`config.mk`:
```
export PLATFORM = sky130hd
export DESIGN_NAME = hpc_host_port_control_bank
export DESIGN_NICKNAME = d
export VERILOG_FILES = /design/src/hpc_pkg.sv /design/src/hpc_host_port_control_bank.sv /design/src/hpc_rng.sv
export SDC_FILE = /design/constraint.sdc
export NUM_CORES = 1
export LEC_CHECK = 0
export BUFFER_PORTS_ARGS = -buffer_cell sky130_fd_sc_hd__buf_2
export CAP_MARGIN = 20
export CORE_ASPECT_RATIO = 0.7
export CORE_UTILIZATION = 40
export CTS_BUF_LIST = sky130_fd_sc_hd__clkbuf_8
export CTS_CLUSTER_SIZE = 8
export DETAILED_ROUTE_END_ITERATION = 8
export PLACE_DENSITY_LB_ADDON = 0.1
export SYNTH_ARGS = -nofsm -noshare
export SYNTH_HDL_FRONTEND = slang
export SYNTH_SLANG_ARGS = --single-unit
```
`constraint.sdc`:
```
create_clock -name clock -period 6.2 [get_ports clock]
set_clock_uncertainty 0.05 [all_clocks]
set_input_delay 0 -clock clock [delete_from_list [all_inputs] [get_ports clock]]
set_output_delay 0 -clock clock [all_outputs]
set_load 0.02 [all_outputs]
```
`src/hpc_pkg.sv`:
```
package hpc_pkg;

    // Registers sit at word index times four on the bus.
    localparam int unsigned HPC_ADDR_W      = 12;
    localparam logic [9:0]  HPC_IDX_RANDOM  = 10'h0CF;
    localparam logic [9:0]  HPC_IDX_CTRL    = 10'h0D8;
    localparam logic [11:0] HPC_ADDR_RANDOM = {HPC_IDX_RANDOM, 2'h0};
    localparam logic [11:0] HPC_ADDR_CTRL   = {HPC_IDX_CTRL, 2'h0};

    localparam int unsigned HPC_BIT_READY  = 7;
    localparam int unsigned HPC_BIT_SPARE  = 6;
    localparam int unsigned HPC_BIT_EXBUS  = 5;
    localparam int unsigned HPC_BIT_RELOAD = 4;
    localparam int unsigned HPC_BIT_IVS    = 3;
    localparam int unsigned HPC_BIT_DMA    = 2;
    localparam int unsigned HPC_BIT_HPE    = 1;
    localparam int unsigned HPC_BIT_RANGE  = 0;

    localparam logic        HPC_CTRL_RST   = 1'h0;
    localparam logic [7:0]  HPC_LFSR_SEED  = 8'h01;
    localparam logic [7:0]  HPC_LFSR_TAPS  = 8'hB8;

    localparam int unsigned HPC_CLK_NS       = 10;
    localparam int unsigned HPC_RST_DELAY_NS = 160000;
    localparam int unsigned HPC_RD_DELAY_NS  = 160000000;
    localparam int unsigned HPC_RST_CYCLES   = HPC_RST_DELAY_NS / HPC_CLK_NS;
    localparam int unsigned HPC_RD_CYCLES    = HPC_RD_DELAY_NS / HPC_CLK_NS;
    localparam int unsigned HPC_CNT_W        = 24;

    typedef enum logic {
        HPC_RNG_WAIT  = 1'b0,
        HPC_RNG_READY = 1'b1
    } hpc_rng_state_t;

endpackage

```
`src/hpc_host_port_control_bank.sv`:
```
//Contract
//- Hardware sets ready flag when value available.
//- Reading value clears flag; next after 160ms.
//- Reset restarts generation; flag after 160us.
//- Expanded bus select routes moves to ports.
//- Select clear routes moves to bytewide bus.
//- Loader cannot change the five control bits.
//- Reload enable forces 4kB partition, any mode.
//- Clearing reload restores prior memory configuration.
//- Vector select disables timer 1 interrupt.
//- Vector select sets only with port enabled.
//- Vector select clears on reset, port disable.
//- DMA enable with port active permits DMA.
//- DMA sets only with port; clears likewise.
//- Port enable turns on host slave protocol.
//- Bit 0 holds one program range bit.
//- Range bit clears only on special resets or loader writes of 0.
`timescale 1ns/1ps
module hpc_host_port_control_bank #(
    parameter int unsigned RESET_CYCLES = hpc_pkg::HPC_RST_CYCLES,
    parameter int unsigned READ_CYCLES  = hpc_pkg::HPC_RD_CYCLES
) (
    input  wire logic                          clock,
    input  wire logic                          rst,
    input  wire logic                          range_clear,
    input  wire logic [hpc_pkg::HPC_ADDR_W-1:0] paddr,
    input  wire logic                          psel,
    input  wire logic                          penable,
    input  wire logic                          pwrite,
    input  wire logic [31:0]                   pwdata,
    output logic [31:0]                        prdata,
    output logic                               pready,
    output logic                               pslverr,
    input  wire logic                          bootstrap_mode,
    input  wire logic                          timed_access_open,
    input  wire logic                          partition_mode_setting,
    input  wire logic                          timer1_irq_in,
    input  wire logic                          host_port_irq_in,
    output logic                               external_data_move_expanded,
    output logic                               partition_force_4k,
    output logic                               partition_mode_effective,
    output logic                               timer1_irq,
    output logic                               host_port_irq,
    output logic                               dma_permit,
    output logic                               host_port_active,
    output logic                               program_range_bit0
);
    import hpc_pkg::*;

    typedef struct packed {
        logic        pready;
        logic        pslverr;
        logic [31:0] prdata;
        logic        exbus;
        logic        reload;
        logic        ivs;
        logic        dma;
        logic        hpe;
        logic        range0;
        logic        xmove_exp;
        logic        part_mode;
        logic        t1_irq;
        logic        hp_irq;
        logic        dma_ok;
        logic        port_host;
    } hpc_state_t;

    hpc_state_t r;
    hpc_state_t next_r;

    logic       rng_ready;
    logic [7:0] rng_value;
    logic       setup;
    logic       done;
    logic       hit_ctrl;
    logic       hit_random;
    logic       ctrl_write;
    logic       random_read;
    logic       new_hpe;
    logic [7:0] ctrl_view;

    hpc_rng #(
        .RESET_CYCLES (RESET_CYCLES),
        .READ_CYCLES  (READ_CYCLES)
    ) hpc_rng_inst (
        .clock   (clock),
        .rst     (rst),
        .consume (random_read),
        .value   (rng_value),
        .ready   (rng_ready)
    );

    assign setup       = psel & ~penable;
    assign done        = psel & penable & r.pready;
    assign hit_ctrl    = (paddr == HPC_ADDR_CTRL);
    assign hit_random  = (paddr == HPC_ADDR_RANDOM);
    assign ctrl_write  = done & pwrite & hit_ctrl;
    assign random_read = done & ~pwrite & hit_random;

    // Bit 6 is not implemented and always reads as zero.
    always_comb begin
        ctrl_view = 8'h00;
        ctrl_view[HPC_BIT_READY]  = rng_ready;
        ctrl_view[HPC_BIT_EXBUS]  = r.exbus;
        ctrl_view[HPC_BIT_RELOAD] = r.reload;
        ctrl_view[HPC_BIT_IVS]    = r.ivs;
        ctrl_view[HPC_BIT_DMA]    = r.dma;
        ctrl_view[HPC_BIT_HPE]    = r.hpe;
        ctrl_view[HPC_BIT_RANGE]  = r.range0;
    end

    // Read data and the answer are prepared in the setup cycle, so every
    // transfer completes in its first access cycle with no wait state.
    always_comb begin
        next_r = r;
        new_hpe = r.hpe;
        next_r.pready  = setup;
        next_r.pslverr = setup & ~hit_ctrl & ~hit_random;
        next_r.prdata  = 32'h0000_0000;
        if (setup & ~pwrite & hit_ctrl) begin
            next_r.prdata = {24'h00_0000, ctrl_view};
        end else if (setup & ~pwrite & hit_random) begin
            next_r.prdata = {24'h00_0000, rng_value};
        end

        if (ctrl_write) begin
            if (bootstrap_mode) begin
                next_r.range0 = pwdata[HPC_BIT_RANGE];
            end else begin
                new_hpe = pwdata[HPC_BIT_HPE];
                next_r.hpe   = new_hpe;
                next_r.exbus = pwdata[HPC_BIT_EXBUS];
                // Both gated bits need the port already enabled.
                next_r.ivs = pwdata[HPC_BIT_IVS] & r.hpe;
                next_r.dma = pwdata[HPC_BIT_DMA] & r.hpe;
                if (timed_access_open) begin
                    next_r.reload = pwdata[HPC_BIT_RELOAD];
                end
            end
        end
        if (!new_hpe) begin
            next_r.ivs = 1'b0;
            next_r.dma = 1'b0;
        end

        if (rst) begin
            next_r.pready  = 1'b0;
            next_r.pslverr = 1'b0;
            next_r.prdata  = 32'h0000_0000;
            next_r.exbus   = HPC_CTRL_RST;
            next_r.reload  = HPC_CTRL_RST;
            next_r.ivs     = HPC_CTRL_RST;
            next_r.dma     = HPC_CTRL_RST;
            next_r.hpe     = HPC_CTRL_RST;
        end
        // The range bit survives an ordinary reset on purpose.
        if (range_clear) begin
            next_r.range0 = HPC_CTRL_RST;
        end

        // Routing outputs follow the new register values in the same edge.
        next_r.xmove_exp = next_r.exbus;
        next_r.part_mode = next_r.reload ? 1'b0
                                         : partition_mode_setting;
        next_r.t1_irq    = timer1_irq_in & ~next_r.ivs;
        next_r.hp_irq    = host_port_irq_in & next_r.ivs;
        next_r.dma_ok    = next_r.dma & next_r.hpe;
        next_r.port_host = next_r.hpe;
    end

    always_ff @(posedge clock) begin
        r <= next_r;
    end

    assign prdata                      = r.prdata;
    assign pready                      = r.pready;
    assign pslverr                     = r.pslverr;
    assign external_data_move_expanded = r.xmove_exp;
    assign partition_force_4k          = r.reload;
    assign partition_mode_effective    = r.part_mode;
    assign timer1_irq                  = r.t1_irq;
    assign host_port_irq               = r.hp_irq;
    assign dma_permit                  = r.dma_ok;
    assign host_port_active            = r.port_host;
    assign program_range_bit0          = r.range0;

    logic [HPC_CNT_W-1:0] since_rst;

    always_ff @(posedge clock) begin
        if (rst) begin
            since_rst <= '0;
        end else if (since_rst != '1) begin
            since_rst <= since_rst + HPC_CNT_W'(1);
        end
    end
endmodule

```
`src/hpc_rng.sv`:
```
`timescale 1ns/1ps
module hpc_rng #(
    parameter int unsigned RESET_CYCLES = hpc_pkg::HPC_RST_CYCLES,
    parameter int unsigned READ_CYCLES  = hpc_pkg::HPC_RD_CYCLES
) (
    input  wire logic       clock,
    input  wire logic       rst,
    input  wire logic       consume,
    output logic [7:0]      value,
    output logic            ready
);
    import hpc_pkg::*;

    typedef struct packed {
        hpc_rng_state_t        state;
        logic [HPC_CNT_W-1:0]  cnt;
        logic [7:0]            lfsr;
        logic [7:0]            value;
        logic                  ready;
    } hpc_rng_regs_t;

    hpc_rng_regs_t r;
    hpc_rng_regs_t next_r;

    // The shift register runs every cycle, so the value captured depends on
    // how long software took to read. The seed is fixed, which makes the
    // sequence after reset repeatable; this is not a true entropy source.
    always_comb begin
        next_r = r;
        next_r.lfsr = {r.lfsr[6:0], ^(r.lfsr & HPC_LFSR_TAPS)};
        if (r.cnt != '0) begin
            next_r.cnt = r.cnt - HPC_CNT_W'(1);
        end
        case (r.state)
            HPC_RNG_WAIT: begin
                if (r.cnt == '0) begin
                    next_r.value = r.lfsr;
                    next_r.ready = 1'b1;
                    next_r.state = HPC_RNG_READY;
                end
            end
            HPC_RNG_READY: begin
                if (consume) begin
                    next_r.ready = 1'b0;
                    next_r.cnt   = HPC_CNT_W'(READ_CYCLES - 1);
                    next_r.state = HPC_RNG_WAIT;
                end
            end
            default: begin
                next_r.state = HPC_RNG_WAIT;
            end
        endcase
        if (rst) begin
            next_r.state = HPC_RNG_WAIT;
            next_r.cnt   = HPC_CNT_W'(RESET_CYCLES - 1);
            next_r.lfsr  = HPC_LFSR_SEED;
            next_r.value = 8'h00;
            next_r.ready = 1'b0;
        end
    end

    always_ff @(posedge clock) begin
        r <= next_r;
    end

    assign value = r.value;
    assign ready = r.ready;

endmodule

```
Word-level counts from Yosys, hierarchy flattened
Index checks and enable logic that the tools add are counted.
{"block": "op_classes", "n_addsub": 1, "eq_ne": 4, "muxes": 18, "bitwise_logic": 25, "n_reduce_logical": 9}
{"op": "two-way mux 24 bit", "count": 2}
{"op": "two-way mux 25 bit", "count": 1}
{"op": "== test 12 x 10 -> 1 bit (second input constant)", "count": 2}
{"op": "zero test 24 bit", "count": 1}
{"op": "nonzero test 24 bit", "count": 1}
{"op": "subtractor 24 x 1 -> 24 bit (second input constant)", "count": 1}
{"op": "bitwise AND 1 bit", "count": 17}
{"op": "two-way mux 8 bit", "count": 2}
{"op": "two-way mux 4 bit", "count": 2}
{"op": "NOT 1 bit", "count": 8}
{"op": "AND reduction 2 bit", "count": 4}
{"op": "XOR reduction 8 bit", "count": 1}
{"op": "two-way mux 1 bit", "count": 7}
{"op": "two-way mux 5 bit", "count": 1}
{"op": "inequality test 2 x 1 -> 1 bit (second input constant)", "count": 2}
{"op": "case mux 1 bit (2 select lines)", "count": 2}
{"op": "OR reduction 3 bit", "count": 1}
{"op": "two-way mux 2 bit", "count": 1}
{"op": "OR reduction 2 bit", "count": 1}
{"block": "word_totals", "register_bits": 86, "in_bits": 55, "out_inout_bits": 42, "wordCells": 77}

Longest topological paths before layout
{"block": "depth", "ltp_word": 9, "mapped_depth": 9, "depth_no_buf": 7}

Modules after synthesis
Synthesis repeated with hierarchy kept, for this count alone.
{"block": "unflattened", "cells_unflattened": 322, "area_unflattened_um2": 2997.9}
{"mod": "hpc_rng", "n_inst": 1, "cells_per_inst": 218, "area_per_inst_um2": 1963.1, "seq_area_each_um2": 840.8}
{"mod": "hpc_host_port_control_bank", "n_inst": 1, "cells_per_inst": 104, "area_per_inst_um2": 1034.7, "seq_area_each_um2": 400.4}

Least setup slack after synthesis
Ideal clock, no wire load.
{"block": "synth_timing", "path_kind": "reg2reg", "from": "register hpc_rng_inst.r[35] (netlist bit)", "to": "register hpc_rng_inst.r, in the netlist hpc_rng_inst.value[7]", "setup_ps": 125, "t_arrival_ps": 2003, "t_required_ps": 6025, "setup_slack_ps": 4022, "path_stages_with_launch": 8, "path_buffers": 2, "synth_period_minus_slack_ps": 2178, "cell_sequence": "dfxtp_1 or4_4 or4_4 buf_6 nor3_4 buf_6 mux2i_1 nor2_2"}
{"block": "synth_via", "elab_chain_cells": 2}
{"element": "start, declared", "line": "hpc_rng.sv:22", "source": "hpc_rng_regs_t r;"}
{"element": "start signal, assigned", "line": "hpc_rng.sv:63", "source": "r <= next_r;"}
{"element": "zero test 24 bit", "line": "hpc_rng.sv:36", "source": "if (r.cnt == '0) begin"}
{"element": "AND reduction 2 bit (no line)"}
No other way between the ends.
A chain may end at the register's enable or synchronous reset.

Worst setup path in the final report
{"block": "layout_timing", "from": "register hpc_rng_inst.r[25] (netlist bit)", "to": "register hpc_rng_inst.r, in the netlist hpc_rng_inst.value[7]"}
The elaborated chain is that of the path after synthesis.

==> impl_metrics.csv <==
group,metric,value,unit
worst_setup_path,reg2reg_from,"hpc_rng_inst.r[25]",
clock_network,clock_sink_count,62,
cells_and_area,n_antenna_cell,0,
place,dpl.hpwl,3910,um
worst_setup_path,worst_setup_path_start_kind,"register",
die,vertical_die_dimension,71.9,um
die,die_w,102,um
timing,hold_viol_final,0,
detailed_routing,detail_route.wl_per_cell,12.4,um
cells_and_area,filler_cell_count,662,
clock_network,tritoncts,"yes",
cells_and_area,multi_input_area,0.00138,sq mm
worst_setup_path,worstSetupEndpoint,"hpc_rng_inst.value[7]",
cells_and_area,final_cells,456,
cells_and_area,layout_commonest_cell,"sky130_fd_sc_hd__dfxtp_1",
place,port-buffer-count,46,
clock_network,later_pin_clock_latency_in_the_skew_report,0.34,ns
synthesis,yosys.cell_types.count,48,
clock_network,cts-htree-levels,3,
detailed_routing,wirelength,5670,um
synthesis,syn_area_per_cell,9.43,sq um
detailed_routing,via_count,2176,
place,globalplace.congestion,0.769,
worst_setup_path,arrival,2.74,ns
synthesis,synthesis.instances,296,
hold_path,hold_start,"penable",
timing,unrepaired_setup_endpoints_after_global_routing,"no",
timing,final_setup_tns,0,ns
synthesis,yosys_warnings,0,
clock_network,cts.clk_slew.worst_paths,0.07,ns
cells_and_area,post-route-util,0.498,
cells_and_area,drive_gt1_frac,0.207,
cells_and_area,finish.net_count,414,
detailed_routing,detail_route.vias_per_cell,4.77,
cells_and_area,ff_latch_area,0.00124,sq mm
hold_path,min_path_type,"input port to register",
pwr,power.density,252,mW/mm^2
global_routing,antenna_found_initial,0,
cells_and_area,top_library_cells_by_usage_in_the_layout_fill_and_taps_aside,"62 x sky130_fd_sc_hd__dfxtp_1, 46 x sky130_fd_sc_hd__buf_2, 29 x sky130_fd_sc_hd__nor2_1",
worst_setup_path,required,6.35,ns
clock_network,clock-root-buffer,"sky130_fd_sc_hd__clkbuf_8",
pwr,p_leak,1.29,nW
pwr,vdd.ir_drop.worst,0.178,mV
timing,final_count_of_negative_setup_slack_endpoints,0,
timing,timing.slew.headroom,0.385,
cells_and_area,final_area,0.00336,sq mm
synthesis,synth_seq_cells,62,
global_routing,grt_pass1_wl,9430,um
worst_setup_path,ff2ff_setup_slack,3.61,ns
die,starting_utilization_of_the_core_area,0.413,
place,placedCellCount,426,
global_routing,groute.usage.overall,0.171,
global_routing,pin_count_of_the_biggest_net_entering_global_routing,45,
worst_setup_path,worst_r2r_endpoint,"hpc_rng_inst.value[7]",
worst_setup_path,worstPathMaxFanout,9,
timing,worst-slew-pin-transition,0.916,ns
timing,timing.final.crit_period,2.59,ns
die,io_pins,97,
detailed_routing,drt_iter0_markers,112,
worst_setup_path,launch_point_of_the_critical_path,"hpc_rng_inst.r[25]",
detailed_routing,drt_pass1_iterations,5,
timing,final-max-slew-violation-count,0,
run,drv.max_cap_violation_count,0,
detailed_routing,postRouteAntennaNets,0,
detailed_routing,detail_route.drc_violations,0,
timing,timing.fmax,0.386,GHz
worst_setup_path,timing.reg2reg.worst_path_depth,5,
synthesis,synth_sequential_area_ratio,0.445,
clock_network,numCtsBuffers,9,
global_routing,vias_in_the_first_global_route,2000,
global_routing,grt_overflow,0,
status,outcome,"complete, no violations",
timing,final_min_period_over_clock_period,0.417,
die,die_area,0.00732,sq mm
cells_and_area,area_delta_synth_final,20.4,%
worst_setup_path,critPathCaptureType,"register",
worst_setup_path,criticalPathCategory,"register to register",
die,core.rowCount,25,
clock_network,cts-root-to-sink-buffers,2,
die,core,0.00676,sq mm
place,postPlaceCellArea,0.00300,sq mm
synthesis,synth.cell_area,0.00279,sq mm
[stage by stage]
stage	hold WS (ns)	total power, mW	worst slack [ns]
floorplan	0.0224	0.457	4.02
global placement	0.111	0.459	3.64
detailed placement	0.110	0.460	3.62
CTS	0.00481	0.861	3.59
global route	0.0347	0.885	3.40
finish	0.0175	0.847	3.61
[state kept, by name (all words and copies together), names as in the netlist, 2 cells and up]
register / count
ctrl_view: 2
hpc_rng_inst.r: 33
hpc_rng_inst.value: 8
prdata: 8
[cell families (layout without fill, tap and decap cells)]
family	after synthesis	in the layout	share of synthesized area
buf+inv	41	84	0.0932
flops	62	62	0.445
compound gates	44	44	0.102
other cells	1	24	0.00134
xor+xnor	23	23	0.0722
fa+ha+maj	2	2	0.00896
mux	13	13	0.0466
simple gates	110	110	0.231
[power by group]
group	total, mW	switching [mW]	internal (mW)
Clock	0.391	0.155	0.236
Sequential	0.406	0.00278	0.403
Combinational	0.0509	0.0322	0.0187
[cells in the mapped netlist, drive strengths merged]
cell type / instances / area share
dfxtp: 62 / 0.44
nor2: 30 / 0.041
buf: 27 / 0.074
a21oi: 15 / 0.027
xnor2: 15 / 0.047
nor4: 14 / 0.041
mux2i: 13 / 0.047
nand2: 12 / 0.016
nand2b: 9 / 0.020
nor2b: 9 / 0.020
xor2: 8 / 0.025
a22oi: 7 / 0.019
clkbuf: 7 / 0.0094
inv: 7 / 0.0094
or3: 7 / 0.016
nor3: 6 / 0.017
o21ai: 6 / 0.012
or4: 6 / 0.019
a211oi: 4 / 0.011
nand3: 4 / 0.0072
a21o: 3 / 0.0081
nand4: 3 / 0.0067
o211ai: 3 / 0.0081
or2: 3 / 0.0067
ha: 2 / 0.0090
a2111oi: 1 / 0.0031
a211o: 1 / 0.0031
a31oi: 1 / 0.0022
and2: 1 / 0.0022
and3b: 1 / 0.0031
conb: 1 / 0.0013
nand3b: 1 / 0.0027
nand4b: 1 / 0.0031
nor3b: 1 / 0.0027
nor4b: 1 / 0.0031
o21a: 1 / 0.0027
o21bai: 1 / 0.0027
o41ai: 1 / 0.0031
or4b: 1 / 0.0036
[worst min-delay path by stage]
stage / endpoint / slack [ns] / cells after the start
2_1_floorplan: program_range_bit0 / 0.02 / 1
3_3_place_gp: program_range_bit0 / 0.11 / 2
3_5_place_dp: program_range_bit0 / 0.11 / 2
4_1_cts: pslverr / 0.005 / 3
5_1_grt: ctrl_view[2] / 0.03 / 4
6_report: pslverr / 0.02 / 3
[layout make-up]
cell class	count	area share
Inverter	7	0.00782
Sequential cell	62	0.369
Clock buffer	10	0.0409
Tap cell	94	0.0350
Multi-Input combinational cell	216	0.409
Clock inverter	6	0.0253
Timing Repair Buffer	61	0.112
[worst max-delay path, stage by stage (launching register included)]
cell and delay [ns]:
sky130_fd_sc_hd__dfxtp_1 0.34, sky130_fd_sc_hd__nor4_1 0.60, sky130_fd_sc_hd__nand4_1 0.50, sky130_fd_sc_hd__nor3_4 0.64, sky130_fd_sc_hd__mux2i_1 0.28, sky130_fd_sc_hd__nor2_2 0.04
[layer usage]
metal | global-route usage | vias to the layer above | wire (um)
li1 | - | 1108 | -
met2 | 0.239 | 65 | 2280
met1 | 0.235 | 998 | 2970
met3 | 0.0597 | 5 | 355
met4 | 0.0794 | 0 | 60
met5 | 0 | - | 0
[timing repair]
| action | CTS | global route |
|---|---|---|
| resized for setup | 0 | 0 |
| buffers inserted | 0 | 0 |
| hold buffers | 14 | 0 |
| hold endpoints to repair | 12 | 0 |
Power figures use the tool's default switching activity.
